**src/rtl/wdg_regs.svh**
```systemverilog
// register offsets, field positions and timing figures of the watchdog block
`ifndef WDG_REGS_SVH
`define WDG_REGS_SVH

`define WDG_ADDR_W          12
`define WDG_CAUSE_IDX       12'h055
`define WDG_CTRL_IDX        12'h060
`define WDG_IDX_SHIFT       2

`define WDG_CAUSE_POR       0
`define WDG_CAUSE_PIN       1
`define WDG_CAUSE_BOD       2
`define WDG_CAUSE_DOG       3
`define WDG_CAUSE_USED      4'hF

`define WDG_CTRL_TSEL_LO    0
`define WDG_CTRL_RST_EN     3
`define WDG_CTRL_UNLOCK     4
`define WDG_CTRL_TSEL_HI    5
`define WDG_CTRL_IRQ_EN     6
`define WDG_CTRL_IRQ_FLAG   7

`define WDG_BASE_CYCLES     2048
`define WDG_TSEL_MAX        4'h9
`define WDG_OSC_HZ          128000
`define WDG_SYS_HZ          50000000
`define WDG_UNLOCK_CYCLES   4
`define WDG_CNT_W           21
`define WDG_CAUSE_POR_VAL   4'h1

`endif

```
**src/rtl/wdg_pkg.sv**
```systemverilog
// shared types of the watchdog block
package wdg_pkg;

    typedef struct packed {
        logic        psel;
        logic        penable;
        logic        pwrite;
        logic [11:0] paddr;
        logic [31:0] pwdata;
    } wdg_apb_req_s;

    typedef struct packed {
        logic [31:0] prdata;
        logic        pready;
        logic        pslverr;
    } wdg_apb_rsp_s;

    typedef enum logic [1:0] {
        WDG_STOPPED,
        WDG_IRQ_ONLY,
        WDG_RST_ONLY,
        WDG_IRQ_THEN_RST
    } wdg_mode_e;

endpackage : wdg_pkg

```
**src/rtl/wdg_timeout_counter.sv**
```systemverilog
// oscillator-cycle counter that fires one pulse at the selected timeout
`timescale 1ns/1ns
`default_nettype none
`include "wdg_regs.svh"

module wdg_timeout_counter #(
    parameter int BASE_CYCLES = `WDG_BASE_CYCLES,
    parameter int CNT_W       = `WDG_CNT_W
) (
    input  wire logic       clk_sys_i,
    input  wire logic       reset_n_i,
    input  wire logic       osc_i,
    input  wire logic       run_i,
    input  wire logic       restart_i,
    input  wire logic [3:0] tsel_i,
    output logic            timeout_o
);
    logic             osc_reg;
    logic [CNT_W-1:0] count_reg;
    logic [CNT_W-1:0] count_next;
    logic             timeout_reg;
    logic             timeout_next;
    wire              osc_tick;
    wire  [3:0]       tsel_eff;
    wire  [CNT_W-1:0] limit;
    wire              at_limit;

    if (BASE_CYCLES < 1 || (BASE_CYCLES << 9) > (1 << CNT_W)) begin : g_chk
        $error("wdg_timeout_counter: BASE_CYCLES does not fit CNT_W");
    end

    // ----------------------------------------------------------------
    // period selection
    // ----------------------------------------------------------------
    // reserved codes fall back
    assign tsel_eff = (tsel_i > `WDG_TSEL_MAX) ? `WDG_TSEL_MAX : tsel_i;
    assign limit    = CNT_W'(BASE_CYCLES) << tsel_eff;
    // one step per oscillator rising edge
    assign osc_tick = osc_i & ~osc_reg;
    assign at_limit = (count_reg == limit - CNT_W'(1));

    // ----------------------------------------------------------------
    // counting
    // ----------------------------------------------------------------
    always_comb begin
        count_next   = count_reg;
        timeout_next = 1'b0;
        if (!run_i || restart_i) begin
            count_next = '0;
        end else if (osc_tick) begin
            if (at_limit) begin
                count_next   = '0;
                timeout_next = 1'b1;
            end else begin
                count_next = count_reg + CNT_W'(1);
            end
        end
    end

    always_ff @(posedge clk_sys_i) begin
        if (!reset_n_i) begin
            osc_reg     <= 1'b0;
            count_reg   <= '0;
            timeout_reg <= 1'b0;
        end else begin
            osc_reg     <= osc_i;
            count_reg   <= count_next;
            timeout_reg <= timeout_next;
        end
    end

    assign timeout_o = timeout_reg;

endmodule : wdg_timeout_counter
`default_nettype wire

```
**src/rtl/wdg_top.sv**
```systemverilog
// watchdog with control register, reset-cause register and APB slave
`timescale 1ns/1ns
`default_nettype none
`include "wdg_regs.svh"

// Contract
// - reset-cause bits 7..4 always read zero
// - watchdog cause set on watchdog reset, cleared by power-on or write zero
// - brown-out cause set on brown-out, cleared by power-on or write zero
// - pin cause set on pin reset, cleared by power-on or write zero
// - power-on cause set on power-on, cleared only by writing zero
// - timeout in interrupt operation sets the interrupt flag
// - flag cleared by vector execution or by writing one
// - interrupt requested only with global enable, local enable and flag
// - in combined mode vector clears enable and flag, leaving reset mode
// - combined mode: first timeout flags, unserviced second timeout resets
// - reset and interrupt enables select stopped, irq, reset or both
// - force-on setting at zero forces reset mode
// - clearing reset enable or changing period needs unlock set
// - unlock bit clears itself four clock cycles after set
// - reset enable reads set and stays set while watchdog cause set
// - four-bit period field at bits 5,2..0, 2048 cycles doubling to code 9
// - counter advances on the slow on-chip oscillator
// - reset-mode timeout gives a one-cycle internal reset pulse
// - restart instruction clears the count to zero
module wdg_top
    import wdg_pkg::*;
#(
    parameter int BASE_CYCLES   = `WDG_BASE_CYCLES,
    parameter int UNLOCK_CYCLES = `WDG_UNLOCK_CYCLES
) (
    input  wire logic                clk_sys_i,
    input  wire logic                reset_n_i,
    input  wire wdg_pkg::wdg_apb_req_s apb_req_i,
    output wdg_pkg::wdg_apb_rsp_s    apb_rsp_o,
    input  wire logic                osc_128k_i,
    input  wire logic                dog_restart_i,
    input  wire logic                irq_vector_taken_i,
    input  wire logic                global_irq_enable_i,
    input  wire logic                force_on_setting_i,
    input  wire logic                power_on_event_i,
    input  wire logic                brownout_event_i,
    input  wire logic                pin_reset_event_i,
    output logic                     dog_irq_o,
    output logic                     dog_reset_o
);
    import wdg_pkg::*;

    localparam int UNLOCK_W = $clog2(UNLOCK_CYCLES + 1);

    if (UNLOCK_CYCLES < 1) begin : g_chk
        $error("wdg_top: UNLOCK_CYCLES must be at least one");
    end

    // ----------------------------------------------------------------
    // state
    // ----------------------------------------------------------------
    logic [3:0]          cause_reg;
    logic [3:0]          cause_next;
    logic                irq_flag_reg;
    logic                irq_flag_next;
    logic                irq_en_reg;
    logic                irq_en_next;
    logic                rst_en_reg;
    logic                rst_en_next;
    logic [3:0]          tsel_reg;
    logic [3:0]          tsel_next;
    logic [UNLOCK_W-1:0] unlock_cnt_reg;
    logic [UNLOCK_W-1:0] unlock_cnt_next;
    logic                dog_reset_reg;
    logic                dog_reset_next;
    logic [7:0]          rdata_reg;
    logic [7:0]          rdata_next;
    logic                err_reg;
    logic                timeout;
    wdg_mode_e           mode;

    // ----------------------------------------------------------------
    // bus decode
    // ----------------------------------------------------------------
    wire [11:0] cause_addr = 12'(`WDG_CAUSE_IDX << `WDG_IDX_SHIFT);
    wire [11:0] ctrl_addr  = 12'(`WDG_CTRL_IDX << `WDG_IDX_SHIFT);
    wire        setup_ph   = apb_req_i.psel & ~apb_req_i.penable;
    wire        access_ph  = apb_req_i.psel & apb_req_i.penable;
    wire        hit_cause  = (apb_req_i.paddr == cause_addr);
    wire        hit_ctrl   = (apb_req_i.paddr == ctrl_addr);
    wire        hit_none   = ~hit_cause & ~hit_ctrl;
    wire        wr_cause   = access_ph & apb_req_i.pwrite & hit_cause;
    wire        wr_ctrl    = access_ph & apb_req_i.pwrite & hit_ctrl;
    wire [7:0]  wd         = apb_req_i.pwdata[7:0];

    // ----------------------------------------------------------------
    // derived control
    // ----------------------------------------------------------------
    wire unlocked   = (unlock_cnt_reg != '0);
    wire dog_cause  = cause_reg[`WDG_CAUSE_DOG];
    wire forced     = ~force_on_setting_i;
    wire rst_en_eff = forced | rst_en_reg | dog_cause;
    wire irq_en_eff = ~forced & irq_en_reg;
    wire [3:0] tsel_wr = {wd[`WDG_CTRL_TSEL_HI], wd[`WDG_CTRL_TSEL_LO +: 3]};

    assign mode = wdg_mode_e'({rst_en_eff, irq_en_eff});

    wire [7:0] ctrl_view = {irq_flag_reg, irq_en_eff, tsel_reg[3], unlocked,
                            rst_en_eff, tsel_reg[2:0]};
    wire [7:0] cause_view = {4'h0, cause_reg};

    // ----------------------------------------------------------------
    // timeout counter on the slow oscillator
    // ----------------------------------------------------------------
    // counter runs on oscillator edges
    wdg_timeout_counter #(
        .BASE_CYCLES (BASE_CYCLES),
        .CNT_W       (`WDG_CNT_W)
    ) u_counter (
        .clk_sys_i (clk_sys_i),
        .reset_n_i (reset_n_i),
        .osc_i     (osc_128k_i),
        .run_i     (mode != WDG_STOPPED),
        .restart_i (dog_restart_i),
        .tsel_i    (tsel_reg),
        .timeout_o (timeout)
    );

    // ----------------------------------------------------------------
    // timeout action and interrupt flag
    // ----------------------------------------------------------------
    always_comb begin
        dog_reset_next = 1'b0;
        irq_flag_next  = irq_flag_reg;
        irq_en_next    = irq_en_reg;
        if (wr_ctrl && wd[`WDG_CTRL_IRQ_FLAG]) begin
            irq_flag_next = 1'b0;
        end
        if (wr_ctrl) begin
            irq_en_next = wd[`WDG_CTRL_IRQ_EN];
        end
        if (irq_vector_taken_i) begin
            irq_flag_next = 1'b0;
            // combined mode drops to reset only
            if (mode == WDG_IRQ_THEN_RST) begin
                irq_en_next = 1'b0;
            end
        end
        if (timeout) begin
            case (mode)
                WDG_IRQ_ONLY: begin
                    irq_flag_next = 1'b1;
                end
                WDG_RST_ONLY: begin
                    dog_reset_next = 1'b1;
                end
                // flag first, reset if still pending
                WDG_IRQ_THEN_RST: begin
                    if (irq_flag_reg) begin
                        dog_reset_next = 1'b1;
                    end else begin
                        irq_flag_next = 1'b1;
                    end
                end
                default: begin
                    dog_reset_next = 1'b0;
                end
            endcase
        end
    end

    // ----------------------------------------------------------------
    // protected configuration
    // ----------------------------------------------------------------
    always_comb begin
        rst_en_next     = rst_en_reg;
        tsel_next       = tsel_reg;
        unlock_cnt_next = unlocked ? unlock_cnt_reg - UNLOCK_W'(1) : unlock_cnt_reg;
        if (wr_ctrl) begin
            // setting the enable is always allowed
            if (wd[`WDG_CTRL_RST_EN]) begin
                rst_en_next = 1'b1;
            end else if (unlocked && !dog_cause) begin
                rst_en_next = 1'b0;
            end
            if (unlocked) begin
                tsel_next = tsel_wr;
            end
            if (wd[`WDG_CTRL_UNLOCK] && wd[`WDG_CTRL_RST_EN]) begin
                unlock_cnt_next = UNLOCK_W'(UNLOCK_CYCLES);
            end
        end
    end

    // ----------------------------------------------------------------
    // reset causes; a hardware set wins over a software clear
    // ----------------------------------------------------------------
    always_comb begin
        cause_next = cause_reg;
        // only a zero write clears a cause
        if (wr_cause) begin
            cause_next = cause_reg & wd[3:0];
        end
        if (dog_reset_reg) begin
            cause_next[`WDG_CAUSE_DOG] = 1'b1;
        end
        if (brownout_event_i) begin
            cause_next[`WDG_CAUSE_BOD] = 1'b1;
        end
        if (pin_reset_event_i) begin
            cause_next[`WDG_CAUSE_PIN] = 1'b1;
        end
    end

    // ----------------------------------------------------------------
    // read data
    // ----------------------------------------------------------------
    assign rdata_next = !setup_ph || apb_req_i.pwrite ? rdata_reg :
                        hit_cause ? cause_view :
                        hit_ctrl  ? ctrl_view  : 8'h00;

    // cause register survives system reset; only power-on resets it
    always_ff @(posedge clk_sys_i) begin
        if (power_on_event_i) begin
            cause_reg <= `WDG_CAUSE_POR_VAL;
        end else begin
            cause_reg <= cause_next;
        end
    end

    always_ff @(posedge clk_sys_i) begin
        if (!reset_n_i) begin
            irq_flag_reg   <= 1'b0;
            irq_en_reg     <= 1'b0;
            rst_en_reg     <= dog_cause;
            tsel_reg       <= 4'h0;
            unlock_cnt_reg <= '0;
            dog_reset_reg  <= 1'b0;
            rdata_reg      <= 8'h00;
            err_reg        <= 1'b0;
        end else begin
            irq_flag_reg   <= irq_flag_next;
            irq_en_reg     <= irq_en_next;
            rst_en_reg     <= rst_en_next;
            tsel_reg       <= tsel_next;
            unlock_cnt_reg <= unlock_cnt_next;
            dog_reset_reg  <= dog_reset_next;
            rdata_reg      <= rdata_next;
            err_reg        <= setup_ph ? hit_none : err_reg;
        end
    end

    // ----------------------------------------------------------------
    // outputs
    // ----------------------------------------------------------------
    // zero-wait slave: every access completes in its first access cycle
    assign apb_rsp_o.pready  = 1'b1;
    assign apb_rsp_o.pslverr = access_ph & err_reg;
    assign apb_rsp_o.prdata  = {24'h000000, rdata_reg};

    // global enable, local enable and flag together
    assign dog_irq_o   = global_irq_enable_i & irq_en_eff & irq_flag_reg;
    assign dog_reset_o = dog_reset_reg;

endmodule : wdg_top
`default_nettype wire

```
**config.mk**
```make
export PLATFORM = sky130hd
export DESIGN_NAME = wdg_top
export DESIGN_NICKNAME = d
export VERILOG_FILES = /design/src/rtl/wdg_pkg.sv /design/src/rtl/wdg_timeout_counter.sv /design/src/rtl/wdg_top.sv
export VERILOG_INCLUDE_DIRS = /design/src /design/src/rtl
export SDC_FILE = /design/constraint.sdc
export NUM_CORES = 1
export LEC_CHECK = 0
export ABC_CLOCK_PERIOD_IN_PS = 5900
export BUFFER_PORTS_ARGS = -buffer_cell sky130_fd_sc_hd__buf_2
export CORE_ASPECT_RATIO = 0.75
export CORE_MARGIN = 2
export CORE_UTILIZATION = 40
export DETAILED_ROUTE_END_ITERATION = 8
export GPL_ROUTABILITY_DRIVEN = 0
export MAX_ROUTING_LAYER = met4
export PLACE_DENSITY = 0.75
export SLEW_MARGIN = 30
export SYNTH_ARGS = -nofsm -noshare
export SYNTH_HDL_FRONTEND = slang
export SYNTH_SLANG_ARGS = --single-unit
export TNS_END_PERCENT = 5
```
**constraint.sdc**
```tcl
create_clock -name clk_sys_i -period 5.9 [get_ports clk_sys_i]
set_clock_uncertainty 0.15 [all_clocks]
set_input_delay 0.59 -clock clk_sys_i [delete_from_list [all_inputs] [get_ports clk_sys_i]]
set_output_delay 0.59 -clock clk_sys_i [all_outputs]
set_load 0.005 [all_outputs]
```
==> summary by stage <==
Cells and area
The layout has 647 filler cells. Of the cells placed in the final design, the portion with a size suffix greater than 1 is 0.175. After the flow finishes, the layout carries non-filler instances totaling 444. The register with the most flip-flops in the layout has 21 of them. The antenna cell count is 0. Relative to the synthesized area, the layout overhead comes to 8.20%. The post-route cell area is 2970 um^2.

The net count reported at finish is 420.

Drt
The DRC violation count after routing is 0. The count of vias placed by the detailed router is 2293. Dividing the detail-routed wire length by the instance count gives 12.7 um. The number of DRC markers after the initial detailed-route iteration is 82. In this run the remaining antenna-violating nets after routing total 0.

The number of optimization iterations in the first detailed-route pass is 4. The routed wire length is 5620 um. In the routed layout, each cell is associated on average with a via count of 5.16.

STA
Setup violations remaining at the end of the flow were counted as 0. Setup total negative slack on the finished layout was measured at 0 ns. The minimum period implied by the final worst setup slack is 3.49 ns. Setup repair after global routing left no endpoint under its margin. The final number of hold-violating endpoints was 0. The maximum clock rate is 287 MHz. Measured against its own limit, the worst slew margin works out to 0.568. Dividing the final minimum period by the clock period gives 0.591. The count of final max-slew check failures is 0. The least setup slack across all paths after layout is 2.41 ns. The transition time at the pin with the least slew margin is 0.646 ns.

Logic synthesis
The netlist uses 59 different library cells. The most used flip-flop cell after synthesis is dfxtp_1. In the post-synthesis netlist, the biggest area contributors are dfxtp_1 34%, buf_4 6.8%, nor2_1 4.2%. The fraction of post-synthesis cell area in the top cell type by area is 0.335. The synthesized flop and latch total is 47.

The sequential fraction of the synthesis area is 0.346. Yosys mapped a number of flops with a built-in enable equal to 1. Among all cell types in the netlist, the one instantiated most often is dfxtp_1. After synthesis, the share of flip-flops with an asynchronous set or reset is 0. The synthesized area per cell is 8.42 um^2. After synthesis, the most frequently instantiated cells are 46 x dfxtp_1, 31 x nor2_1, 25 x buf_4, 22 x nand2_1, 17 x o21ai_0. The cell type contributing the most total cell area after synthesis is dfxtp_1. The total standard cell area after synthesis is 2750 um^2. The Yosys step of the flow raised 0 warnings. The cell count after synthesis came out at 326.

Pwr
In this run the power density over the cells is 206 nW/um^2. The peak ir drop on the vdd network is 179 uV. The static power due to leakage is 1.17 nW.

Placement
At the placement stage, the worst setup path has a slack of 2.45 ns. The count of port buffers added during placement is 43. The sum of net half-perimeters after detailed placement is 4290 um. After detailed placement, the total cell area comes to 2890 um^2. The placed instance count is 436.

Global route
The number of global-route vias before repair was 1965. The initial antenna violation count is 0. The largest net degree at the start of global routing is 25. The first global-routing pass estimated 9090 um of wire. For this run, the total global-route usage over all layers was measured as 0.157. The remaining global-route overflow is 0.

Clocking
The clock passes through at most 2 buffers. The number of buffers inserted during clock tree synthesis is 5. The post-cts resize count is 0.

The number of buffers inserted to repair setup after CTS is 0. In this run the number of H-tree levels came out at 2. Hold repair after CTS inserted 0 buffers. The clock latency on the worst-skew pair is 0.31 ns. The clock tree from TritonCTS is built. The clock edge transition at the registers on the reported setup and hold paths is 0.09 ns. The cell sitting at the root of the clock tree is a clkbuf_8. Clock tree synthesis found a total of 47 sinks.

Setup path
The kind of critical path is register to register. At the worst endpoint, the arrival time is 3.52 ns. The signal on the critical path passes through or4b_2 -> ha_1 -> a21oi_1 -> a21bo_2 -> o221a_2 -> nor4_4 -> a21o_1 -> nor2_1.

The launching point of the worst reg2reg path is tsel_reg[3]. Tracing the worst setup path back leads to its startpoint at tsel_reg[3]. For this design, the slowest cell found on the critical path is or4b_2.

Data on the critical path is required at its endpoint by 5.93 ns. In this run the worst path has a maximum fanout of 13. The setup slack of the most critical reg-to-reg path is 2.41 ns. On the worst path, the slowest cell contributes a delay of 0.72 ns. The element type at the critical path start is a register. The number of cell instances on the worst register-to-register path is 8. The endpoint type of the worst setup path is a register.

Floorplanning
The initial cell density of the core is 0.408. In this run the vertical extent of the chip is 75.8 um. The core region is 6730 um^2. The die covers 7550 um^2. The floorplan die width is 99.7 um. The number of I/O pins is 93.

The floorplan has 26 rows.

Status
The run finished with clean final reports.

Job
The tool flagged a number of max-cap violations equal to 0.

Hold path
The worst hold path begins at dog_reset_o. The worst hold path passes through 2 cells. The min-delay analysis places its worst path in the category register to register.
[per-stage QoR]
step	hold WS, ns	total power [mW]	utilization
2_1_floorplan	0.272	0.413	-
4_1_cts	0.305	0.617	0.441
3_3_place_gp	0.279	0.422	0.428
3_5_place_dp	0.285	0.426	0.428
6_report	0.307	0.613	0.441
5_1_grt	0.321	0.646	0.441
[layout by cell type, fill, tap and decap left out, types with 3 or more instances in the layout]
| master | n |
|---|---|
| nand3_1 | 13 |
| xnor2_1 | 8 |
| mux2i_1 | 7 |
| nor3_1 | 3 |
| ha_1 | 4 |
| o2bb2ai_1 | 3 |
| a22oi_1 | 6 |
| and3_1 | 7 |
| a21oi_1 | 10 |
| inv_1 | 9 |
| clkbuf_8 | 5 |
| nor2b_1 | 13 |
| nand2b_1 | 5 |
| and2_1 | 9 |
| buf_2 | 43 |
| conb_1 | 25 |
| and4_1 | 6 |
| o21ai_0 | 17 |
| nand4_1 | 10 |
| xor2_1 | 12 |
| dfxtp_1 | 46 |
| nor2_1 | 31 |
| nand2_1 | 22 |
[per-layer routing]
layer / up-vias / wire [um] / global-route usage
met5: - / 0 / -
met4: 0 / 14 / 0.0289
met3: 4 / 226 / 0.0523
met2: 44 / 2440 / 0.218
met1: 1082 / 2940 / 0.222
li1: 1163 / - / -
[cell families after synthesis]
| kind of cell | Yosys count | share of synthesized area |
|---|---|---|
| other cells | 2 | 0.00273 |
| xor+xnor | 21 | 0.0697 |
| fa+ha+maj | 4 | 0.0182 |
| buf+inv | 49 | 0.112 |
| mux | 7 | 0.0255 |
| flops | 47 | 0.346 |
| compound gates | 57 | 0.139 |
| simple gates | 139 | 0.287 |
[final timing paths]
kind | endpoint
worst max-delay path | u_counter.count_reg[15]
worst min-delay path | cause_reg[3]
worst max register to register | u_counter.count_reg[15]
worst min register to register | cause_reg[3]
[area by class of cell]
cell class                 count  area, um^2  area share
clock buffer                   6        72.6      0.0244
inverter                       9        33.8      0.0114
timing repair buffer          43         215      0.0724
clock inverter                 2        13.8     0.00463
multi-input combinational    253        1580       0.532
sequential                    47         951       0.320
tap                           84         105      0.0354
[critical path: cells and delay by family (launching register included)]
family	cells	cell delay, ns
DFF	1	0.45
adders and majority gates	1	0.33
AOI/OAI and AO/OA	4	1.12
and+or+nand+nor	3	1.31
[report_power, final]
part           total (mW)  switching, mW  internal [mW]
clock network       0.193          0.110         0.0837
registers           0.336        0.00681          0.330
logic              0.0829         0.0476         0.0353
total               0.613          0.164          0.449
Power figures use the tool's default switching activity.
